<file path="src/verilog/status_reporter_regs.svh">
/*
 * Word offsets, field positions, codes and timing figures of the unit status
 * reporter. Assumes it is included by bare name from design files only.
 */
`ifndef STATUS_REPORTER_REGS_SVH
`define STATUS_REPORTER_REGS_SVH

// Word offsets inside the shared word memory control area.
`define OFFSET_W                7
`define UNIT_STATUS_OFFSET      7'h01
`define SYNTAX_ADDR_OFFSET      7'h02

// Field positions of the unit status word.
`define CODE_LSB                0
`define CODE_W                  8
`define RUN_DIGIT_LSB           8
`define TOP_DIGIT_LSB           12

// Digit values.
`define TOP_DIGIT_FATAL         4'h8
`define TOP_DIGIT_CLEAR         4'h0
`define RUN_DIGIT_RUNNING       4'h1
`define RUN_DIGIT_STOPPED       4'h0

// Error codes, already in BCD.
`define CODE_WATCHDOG           8'h01
`define CODE_SYNTAX             8'h02
`define CODE_ALLOCATION         8'h15

// Reset values.
`define UNIT_STATUS_RESET       16'h0000
`define SYNTAX_ADDR_RESET       16'h0000

// Timing.
`define CLK_PERIOD_NS           10
`define BLINK_HALF_MS           500

`endif

</file>
<file path="src/verilog/status_reporter_pkg.sv">
/*
 * Types shared by the unit status reporter files.
 * Assumes nothing of its surroundings.
 */
package status_reporter_pkg;

    typedef enum logic [1:0] {
        led_off,
        led_steady,
        led_blink
    } led_mode_t;

endpackage : status_reporter_pkg

</file>
<file path="src/verilog/bcd_encoder.sv">
/*
 * Combinational binary to packed BCD converter by shift and add-three.
 * Assumes the binary value fits in DIGITS decimal digits.
 */
module bcd_encoder #(
    parameter int BIN_W  = 5,
    parameter int DIGITS = 2
) (
    input  wire logic [BIN_W-1:0]    bin,
    output logic      [DIGITS*4-1:0] bcd
);

    logic [DIGITS*4-1:0] acc;

    always_comb begin
        acc = '0;
        for (int i = BIN_W - 1; i >= 0; i--) begin
            for (int d = 0; d < DIGITS; d++) begin
                if (acc[d*4 +: 4] > 4'h4) begin
                    acc[d*4 +: 4] = acc[d*4 +: 4] + 4'h3;
                end
            end
            acc = {acc[DIGITS*4-2:0], bin[i]};
        end
        bcd = acc;
    end

endmodule : bcd_encoder

</file>
<file path="src/verilog/unit_status_reporter.sv">
/*
 * Status and error reporting of a serial communications unit that polls field
 * components for a controller CPU. It keeps the unit status word and the
 * syntax fault address word, writes them into the CPU's shared word memory
 * over a one-cycle write strobe, gates component polling and the CPU link, and
 * drives the fault indicator.
 * Assumes fault inputs and the polled unit strobe come from logic on ref_clk,
 * and that the shared memory takes every write strobe without stalling.
 */
// What this block does
// (RULE1) While a fatal error is flagged, the status low byte holds code 01, 02 or 15.
// (RULE2) Watchdog fault: write the status word first, then halt all traffic, indicator on.
// (RULE3) Syntax fault: write the fault address, then stop polling, indicator blinks.
// (RULE4) Missing memory address: allocation fault, stop polling, indicator steadily on.
// (RULE5) On any error operation stops and the run digit reads zero.
// (RULE6) A fatal error writes 8 into the top digit, setting bit 15.
// (RULE7) Without fatal error the low byte shows the last polled unit in BCD.
// (RULE8) Without fatal error the run digit is one running, zero stopped.
// (RULE9) Without fatal error the top digit stays zero.
// (RULE10) CPU side faults cannot be reported: halt all traffic, indicator steadily on.
// (RULE11) The syntax fault address is written to its word in BCD.
// (RULE12) Only the first syntax fault address is kept.
// (RULE13) A latched fatal error blocks polling even with the run digit set.
// (RULE14) The indicator is off, steady or blinking after the worst latched error.
`include "status_reporter_regs.svh"

module unit_status_reporter #(
    parameter int BLINK_HALF_CYCLES = `BLINK_HALF_MS * 1000000 / `CLK_PERIOD_NS
) (
    input  wire logic                  ref_clk,
    input  wire logic                  resetn,
    input  wire logic                  run_cmd,
    input  wire logic                  unit_done,
    input  wire logic [4:0]            unit_num,
    input  wire logic                  watchdog_fault,
    input  wire logic                  syntax_fault,
    input  wire logic [13:0]           syntax_fault_at,
    input  wire logic                  alloc_fault,
    input  wire logic                  shared_write_blocked,
    input  wire logic                  cpu_comm_fail,
    input  wire logic                  program_protected,
    output logic      [15:0]           unit_status_word,
    output logic      [15:0]           syntax_fault_address,
    output logic                       mem_wr_en,
    output logic      [`OFFSET_W-1:0]  mem_wr_offset,
    output logic      [15:0]           mem_wr_data,
    output logic                       poll_enable,
    output logic                       cpu_link_enable,
    output logic                       fault_led
);

    localparam int BLINK_W = $clog2(BLINK_HALF_CYCLES + 1);

    // Sticky error state; only reset clears it.
    logic                   wdt_reg;
    logic                   syn_reg;
    logic                   alloc_reg;
    logic                   cpu_fault_reg;
    logic [`CODE_W-1:0]     code_reg;
    logic                   reported_reg;
    logic                   wdt_told_reg;
    logic                   syn_pend_reg;
    logic [4:0]             last_unit_reg;
    logic [15:0]            status_reg;
    logic [15:0]            shown_reg;
    logic [15:0]            syn_addr_reg;
    logic                   wr_en_reg;
    logic [`OFFSET_W-1:0]   wr_off_reg;
    logic [15:0]            wr_data_reg;
    logic                   poll_reg;
    logic                   link_reg;
    logic                   led_reg;
    logic [BLINK_W-1:0]     blink_cnt_reg;
    logic                   blink_reg;

    logic                   wdt_next;
    logic                   syn_next;
    logic                   alloc_next;
    logic                   cpu_fault_next;
    logic                   fatal_any;
    logic                   error_any;
    logic                   first_error;
    logic [`CODE_W-1:0]     code_next;
    logic [7:0]             unit_bcd;
    logic [15:0]            addr_bcd;
    logic [15:0]            status_next;
    logic                   can_write;
    logic                   put_syntax;
    logic                   put_status;
    logic                   reported_next;
    logic                   wdt_told_next;
    logic                   poll_next;
    logic                   link_next;
    logic                   blink_wrap;
    status_reporter_pkg::led_mode_t led_mode;

    bcd_encoder #(
        .BIN_W  (5),
        .DIGITS (2)
    ) u_unit_bcd (
        .bin (last_unit_reg),
        .bcd (unit_bcd)
    );

    bcd_encoder #(
        .BIN_W  (14),
        .DIGITS (4)
    ) u_addr_bcd (
        .bin (syntax_fault_at),
        .bcd (addr_bcd)
    );

    assign wdt_next       = wdt_reg | watchdog_fault;
    assign syn_next       = syn_reg | syntax_fault;
    assign alloc_next     = alloc_reg | alloc_fault;
    assign cpu_fault_next = cpu_fault_reg | shared_write_blocked | cpu_comm_fail | program_protected; // RULE10
    assign fatal_any      = wdt_reg | alloc_reg;
    assign error_any      = fatal_any | syn_reg;
    assign first_error    = ~error_any & syntax_fault;

    // A fatal code replaces a syntax code; the first fatal code is then kept.
    assign code_next = fatal_any       ? code_reg :
                       watchdog_fault  ? `CODE_WATCHDOG :
                       alloc_fault     ? `CODE_ALLOCATION :
                       first_error     ? `CODE_SYNTAX :
                                         code_reg; // RULE1

    // Error layout: top digit 8, run digit 0, code in the low byte.
    assign status_next = error_any ?
                         {`TOP_DIGIT_FATAL, `RUN_DIGIT_STOPPED, code_reg} : // RULE1 RULE5 RULE6
                         {`TOP_DIGIT_CLEAR,
                          (poll_reg ? `RUN_DIGIT_RUNNING : `RUN_DIGIT_STOPPED),
                          unit_bcd}; // RULE7 RULE8 RULE9

    // Nothing is written once the CPU side is broken or a watchdog halt holds;
    // the unregistered fault term also drops a strobe in the fault cycle itself.
    assign can_write  = ~cpu_fault_next & ~wdt_told_reg; // RULE2 RULE10
    // The syntax address goes out before the status word that announces it.
    assign put_syntax = can_write & syn_pend_reg; // RULE3 RULE11
    assign put_status = can_write & ~syn_pend_reg & (status_reg != shown_reg); // RULE2

    // Set once a status word carrying an error has been written out.
    assign reported_next = reported_reg | (put_status & status_reg[15]);

    // The watchdog halt waits until the word carrying its code is out, even when
    // an earlier syntax report has already been written.
    assign wdt_told_next = wdt_told_reg | (wdt_reg & ~syn_pend_reg & status_reg[15]
                           & (put_status | (status_reg == shown_reg))
                           & (status_reg[`CODE_W-1:0] == code_next)); // RULE2

    // Polling stops at once for allocation and CPU faults, and only after the
    // report for watchdog and syntax faults.
    assign poll_next = run_cmd & ~alloc_next & ~cpu_fault_next
                       & ~wdt_told_reg & ~(syn_reg & reported_reg); // RULE3 RULE4 RULE5 RULE13
    assign link_next = ~cpu_fault_next & ~wdt_told_reg; // RULE2 RULE10

    assign led_mode = (cpu_fault_reg | alloc_reg | wdt_told_reg)          ? status_reporter_pkg::led_steady :
                      (syn_reg & reported_reg)                               ? status_reporter_pkg::led_blink :
                                                                               status_reporter_pkg::led_off; // RULE14

    assign blink_wrap = (blink_cnt_reg == BLINK_W'(BLINK_HALF_CYCLES - 1));

    always_ff @(posedge ref_clk or negedge resetn) begin
        if (!resetn) begin
            wdt_reg       <= 1'b0;
            syn_reg       <= 1'b0;
            alloc_reg     <= 1'b0;
            cpu_fault_reg <= 1'b0;
            code_reg      <= 8'h00;
            reported_reg  <= 1'b0;
            wdt_told_reg  <= 1'b0;
        end else begin
            wdt_reg       <= wdt_next;
            syn_reg       <= syn_next;
            alloc_reg     <= alloc_next; // RULE4
            cpu_fault_reg <= cpu_fault_next;
            code_reg      <= code_next;
            reported_reg  <= reported_next;
            wdt_told_reg  <= wdt_told_next;
        end
    end

    // The first syntax fault wins; later ones leave the address alone.
    always_ff @(posedge ref_clk or negedge resetn) begin
        if (!resetn) begin
            syn_addr_reg <= `SYNTAX_ADDR_RESET;
            syn_pend_reg <= 1'b0;
        end else if (syntax_fault && !syn_reg) begin
            syn_addr_reg <= addr_bcd; // RULE11 RULE12
            syn_pend_reg <= 1'b1;
        end else if (put_syntax) begin
            syn_pend_reg <= 1'b0;
        end
    end

    // The unit number freezes once any error is latched.
    always_ff @(posedge ref_clk or negedge resetn) begin
        if (!resetn) begin
            last_unit_reg <= 5'h00;
        end else if (unit_done && poll_reg && !error_any) begin
            last_unit_reg <= unit_num; // RULE7
        end
    end

    always_ff @(posedge ref_clk or negedge resetn) begin
        if (!resetn) begin
            status_reg <= `UNIT_STATUS_RESET;
            shown_reg  <= `UNIT_STATUS_RESET;
        end else begin
            status_reg <= status_next;
            if (put_status) begin
                shown_reg <= status_reg;
            end
        end
    end

    always_ff @(posedge ref_clk or negedge resetn) begin
        if (!resetn) begin
            wr_en_reg   <= 1'b0;
            wr_off_reg  <= `UNIT_STATUS_OFFSET;
            wr_data_reg <= `UNIT_STATUS_RESET;
        end else begin
            wr_en_reg <= put_syntax | put_status;
            if (put_syntax) begin
                wr_off_reg  <= `SYNTAX_ADDR_OFFSET;
                wr_data_reg <= syn_addr_reg; // RULE3
            end else if (put_status) begin
                wr_off_reg  <= `UNIT_STATUS_OFFSET;
                wr_data_reg <= status_reg; // RULE2
            end
        end
    end

    always_ff @(posedge ref_clk or negedge resetn) begin
        if (!resetn) begin
            poll_reg <= 1'b0;
            link_reg <= 1'b0;
        end else begin
            poll_reg <= poll_next; // RULE13
            link_reg <= link_next;
        end
    end

    // The blink timebase free-runs from reset, so the first half period after blinking starts can be short.
    always_ff @(posedge ref_clk or negedge resetn) begin
        if (!resetn) begin
            blink_cnt_reg <= '0;
            blink_reg     <= 1'b0;
        end else if (blink_wrap) begin
            blink_cnt_reg <= '0;
            blink_reg     <= ~blink_reg;
        end else begin
            blink_cnt_reg <= blink_cnt_reg + BLINK_W'(1);
        end
    end

    always_ff @(posedge ref_clk or negedge resetn) begin
        if (!resetn) begin
            led_reg <= 1'b0;
        end else begin
            unique case (led_mode)
                status_reporter_pkg::led_steady: led_reg <= 1'b1; // RULE2 RULE4 RULE10
                status_reporter_pkg::led_blink:  led_reg <= blink_reg; // RULE3
                status_reporter_pkg::led_off:    led_reg <= 1'b0;
                default:                         led_reg <= 1'b1;
            endcase
        end
    end

    assign unit_status_word     = status_reg;
    assign syntax_fault_address = syn_addr_reg;
    assign mem_wr_en            = wr_en_reg;
    assign mem_wr_offset        = wr_off_reg;
    assign mem_wr_data          = wr_data_reg;
    assign poll_enable          = poll_reg;
    assign cpu_link_enable      = link_reg;
    assign fault_led            = led_reg;

endmodule : unit_status_reporter

</file>
<file path="config.mk">
export PLATFORM = sky130hd
export DESIGN_NAME = unit_status_reporter
export DESIGN_NICKNAME = d
export VERILOG_FILES = /design/src/verilog/status_reporter_pkg.sv /design/src/verilog/bcd_encoder.sv /design/src/verilog/unit_status_reporter.sv
export VERILOG_INCLUDE_DIRS = /design/src /design/src/verilog
export SDC_FILE = /design/constraint.sdc
export NUM_CORES = 1
export LEC_CHECK = 0
export BUFFER_PORTS_ARGS = -buffer_cell sky130_fd_sc_hd__buf_4
export CAP_MARGIN = 20
export CORE_ASPECT_RATIO = 1.25
export CORE_MARGIN = 5
export CORE_UTILIZATION = 63
export DETAILED_ROUTE_END_ITERATION = 8
export PLACE_DENSITY = 0.9
export SYNTH_ARGS = -nofsm -noshare
export SYNTH_HDL_FRONTEND = slang
export SYNTH_SLANG_ARGS = --single-unit
</file>
<file path="constraint.sdc">
create_clock -name ref_clk -period 5.5 [get_ports ref_clk]
set_input_delay 0.825 -clock ref_clk [delete_from_list [all_inputs] [get_ports ref_clk]]
set_output_delay 0.825 -clock ref_clk [all_outputs]
set_load 0.01 [all_outputs]
</file>
==> results.toml, run 1 <==
[run_status]
status = "did not finish"
haltStage = "global routing (5_1_grt)"
stop_error = "[ERROR GRT-0232] Routing congestion too high. Check the congestion heatmap in the GUI."

[clock_tree]
h-tree-depth = 3
clockBufferDepth = 2
clockRootBuffer = "clkbuf_16"
cts_sinks = 105
holdBufCountCts = 0
numCtsBuffers = 9

[floorplan]
pin_count = 88
start_util_pct = 63.7
rows = 47
die_y_um = 139
die_w_um = 113

[logic_synthesis]
synth-seq-cells = 105
synth_area_um2 = 8360
synth_top_area_cell = "dfrtp_1"
async_flop_share_pct = 100
ys.flop_type = "dfrtp_1"
synth_edf_count = 0
synthesis.instances = 994
synth.distinct_cells = 107
yosysTopAreaCellShare_pct = 31.1
ys_top_cells_by_area = "dfrtp_1 31%, nand2_1 6.1%, ha_1 4.3%, xnor2_1 3.7%, nor2_1 3.5%"
synth.avg_cell_area_um2 = 8.41
yosysWarnings = 0
ys_seq_area_share_pct = 31.5

[placement]
dp.cells = 1407
gp_congestion = 1.01
io_buffers = 76
hpwl_mm = 20.1

[grt]
grt_usage_pct = 73.0
grt_overflow = 161
grt_max_degree = 61

[sta]
endpoint_type = "register input"
postGrtWorstEndpoint = "syntax_fault_address[6]$_DFFE_PN0P_/D"
[synth_stat cells (4+ instances only)]
cell type,instances
nand4_1,19
mux2_2,9
a21o_1,10
xor2_1,23
buf_6,5
o211a_1,4
a31oi_1,16
a221oi_1,7
clkbuf_1,28
ha_1,29
o211ai_1,16
nand2_1,135
a22oi_1,8
o21ai_0,52
or2_2,7
inv_1,36
a211oi_1,7
and2_1,8
and3_1,12
o2111ai_1,6
or2_1,5
nand3_1,49
xnor2_1,35
or3_1,7
nor2_1,77
nand2b_1,9
a2111oi_0,4
a21oi_1,35
a21boi_0,4
mux2i_1,14
nor3_2,7
nor2b_1,11
o31ai_1,7
o221ai_1,4
nor4_1,8
o311ai_1,4
dfrtp_1,104
buf_4,13
nor3_1,28
buf_2,14
o21ai_1,14
[logic make-up after synthesis]
logic type	after synthesis	synth area share [%]
buffers and inverters	99	5.69
xor gates and xnor gates	61	6.74
other	1	0.0449
and+or+nand+nor	404	24.0
DFF	105	31.5
adders and majority gates	30	4.48
AOI/OAI and AO/OA	264	23.5
muxes	30	4.13
[metal layers]
layer	GRT usage, %	GRT overflow
met1	71.0	0
met2	92.3	93
met4	78.7	65
met5	14.3	0
met3	53.4	3
[through the flow]
step           util, %  setup slack (ps)  setup TNS (ps)  area (um^2)  hold WS, ps
2_1_floorplan        -             -1020           -9930         8710          433
3_3_place_gp      82.4             -1010          -12350        10800          448
3_5_place_dp      82.4             -1250          -16450        10800          459
4_1_cts           91.3              -717           -7830        12000          481
[repair_timing]
item,in CTS
endpoints found under the setup margin,15
gates resized for setup,118
setup buffers,49
pin swaps,74
gates cloned,0
==> run 2: changes to the inputs <==
--- a/config.mk
+++ b/config.mk
@@ -8,11 +8,10 @@
 export LEC_CHECK = 0
 export BUFFER_PORTS_ARGS = -buffer_cell sky130_fd_sc_hd__buf_4
 export CAP_MARGIN = 20
-export CORE_ASPECT_RATIO = 1.25
 export CORE_MARGIN = 5
-export CORE_UTILIZATION = 63
+export CORE_UTILIZATION = 40
 export DETAILED_ROUTE_END_ITERATION = 8
-export PLACE_DENSITY = 0.9
+export PLACE_DENSITY_LB_ADDON = 0.15
 export SYNTH_ARGS = -nofsm -noshare
 export SYNTH_HDL_FRONTEND = slang
 export SYNTH_SLANG_ARGS = --single-unit
==> results.toml, run 2 <==
[floorplan]
pin_count = 88
rows = 52
die_w_um = 155
start_util_pct = 40.9
die_y_um = 155
die_area_um2 = 23900
core_um2 = 20400

[placement]
gp_congestion = 0.883
place_area_um2 = 11100
hpwl_mm = 18.7
dp.cells = 1526
io_buffers = 76
pre_cts_ws_ps = -1200

[critical_path]
critPathCapture = "syntax_fault_address[9]$_DFFE_PN0P_"
cp_common_cell = "ha_4"
reg2reg_from = "unit_status_word[4]$_DFF_PN0_"
cp-end-kind = "flop"
reg2reg_to = "mem_wr_data[8]$_DFFE_PN0P_"
cpPeakStageDelay_ps = 490
rr_worst_depth = 8
crit_type = "in2reg"
start_kind = "primary input"
worstSetupStartpoint = "syntax_fault_at[11]"
crit_fanout = 7
crit_arrival_ps = 6390
crit_required_ps = 5740
cp_slowest_cell = "mux4_1"
rrSetupSlack_ps = 2850

[logic_synthesis]
synth_edf_count = 0
synth_top_area_cell = "dfrtp_1"
synth.distinct_cells = 107
ys_top_cells_by_area = "dfrtp_1 31%, nand2_1 6.1%, ha_1 4.3%, xnor2_1 3.7%, nor2_1 3.5%"
synth.avg_cell_area_um2 = 8.41
yosysWarnings = 0
synth.most_common_cell = "nand2_1"
synth_area_um2 = 8360
yosysTopAreaCellShare_pct = 31.1
ys_top_cells_by_count = "135 x nand2_1, 104 x dfrtp_1, 77 x nor2_1"
async_flop_share_pct = 100
synth-seq-cells = 105
ys.flop_type = "dfrtp_1"
ys_seq_area_share_pct = 31.5
synthesis.instances = 994

[sta]
fmax_mhz = 162
worstMarginPinSlew_ps = 901
finClkSkew_ps = 11.8
period_needed_ps = 6160
hold_viol = 0
rsz0062_at_grt = "yes"
setup_viol = 15
timing.final.ws_setup_ps = -658
relSlewSlack_pct = 39.7
period_share_pct = 112
final_max_slew_viol_count = 0

[final_layout]
largest_reg_flops = 26
seqCellArea_um2 = 2630
multi_input_area_um2 = 6240
drive_gt1_share_pct = 44.8
final_common_cell = "buf_4"
n_antenna_cell = 0
utilization_pct = 61.3
finalNonFillerCells = 1589
final_cell_mix = "334 x buf_4, 125 x nand2_1, 104 x dfrtp_1"
n_fill_cell = 1763
area_growth_pct = 50.0
final_area_um2 = 12500
nets = 1373

[clock_tree]
h-tree-depth = 3
numCtsBuffers = 9
cts_tree = "built"
clkLatencyLatePin_ps = 350
clkTransAtPathRegs_ps = 80
clockBufferDepth = 2
clockRootBuffer = "clkbuf_16"
holdBufCountCts = 0
cts_sinks = 105

[routing]
detail_route.wl_per_cell_um = 15.8
vias_per_cell = 5.40
drc = 0
routed_wl_mm = 25.1
vias = 8579
drt_iter0_markers = 454
drt_first_pass_iters = 5
antenna_left = 0

[power]
p_leak_nw = 5.71
ir_drop_uv = 266
total_power_mw = 5.70
power_density_nw_per_um2 = 455

[run_status]
violations = "negative setup slack"
status = "finished with violations"

[grt]
grt_max_degree = 78
grt_overflow = 0
antenna_found_initial = 0
grt_pass1_wl_mm = 41.5
grt_usage_pct = 20.5
first_global_vias = 8416

[flow_run]
max_cap_viol_count = 0

[min_path]
worstHoldPathType = "in2async"
run 2: cell counts after synthesis:
Identical to the previous run, type by type.
run 2: metal layers:
layer,wire [um],GRT usage [%],vias up
met1,11000,27.3,4062
met3,1120,2.07,38
met2,12600,35.6,234
li1,-,-,4245
met4,447,5.30,0
met5,0,0,-
run 2: critical path: cells and delay by family:
| family | cells | cell delay (ps) |
|---|---|---|
| XOR/XNOR | 1 | 180 |
| AO/OA/AOI/OAI | 10 | 1840 |
| adder cells (fa/ha/maj) | 5 | 910 |
| AND/OR/NAND/NOR | 8 | 1290 |
| buffers and inverters | 8 | 750 |
| multiplexers | 2 | 620 |
run 2: through the flow:
stage	setup TNS, ps	hold WS, ps
after detailed placement	-14900	455
after CTS	-6470	473
final	-7100	356
after floorplan	-9930	433
after global routing	-11580	366
after global placement	-14190	450
run 2: how the worst min path moves through the flow:
stage               slack (ps)                       endpoint                          from
finish                     360     blink_cnt_reg[6]$_DFF_PN0_                        resetn
global route               370     blink_cnt_reg[6]$_DFF_PN0_                        resetn
CTS                        470  unit_status_word[0]$_DFF_PN0_         code_reg[0]$_DFF_PN0_
detailed placement         460  unit_status_word[0]$_DFF_PN0_         code_reg[0]$_DFF_PN0_
global placement           450  unit_status_word[7]$_DFF_PN0_         code_reg[7]$_DFF_PN0_
floorplan                  430  unit_status_word[0]$_DFF_PN0_  last_unit_reg[0]$_DFFE_PN0P_
run 2: timing repair:
action | in CTS | in global routing
buffers inserted | 26 | 26
setup endpoints to repair | 15 | 15
pin swaps | 43 | 63
gates resized for setup | 90 | 76
run 2: report_power, final:
part / switching [mW] / total, mW / internal (mW)
Clock: 0.289 / 0.600 / 0.311
Sequential: 0.0524 / 0.875 / 0.823
Combinational: 1.94 / 4.22 / 2.28
run 2: final cells by class:
type,count,area share [%]
inverters,38,1.30
repair buffers,361,23.0
clock inverters,6,0.419
well taps,270,2.70
multi-input cells,800,49.8
flip-flops and latches,105,21.0
clock buffers,9,1.80
run 2: kinds of logic (layout without fill, tap and decap cells):
family                   count (synthesis)  count (layout)  synth area share (%)
AND/OR/NAND/NOR                        404             404                  24.0
AO/OA/AOI/OAI                          264             264                  23.5
flip-flops                             105             105                  31.5
buffers and inverters                   99             414                  5.69
XOR/XNOR                                61              61                  6.74
adder cells (fa/ha/maj)                 30              30                  4.48
multiplexers                            30              30                  4.13
other                                    1              11                0.0449
No activity file was read; power rests on OpenSTA's default activity.
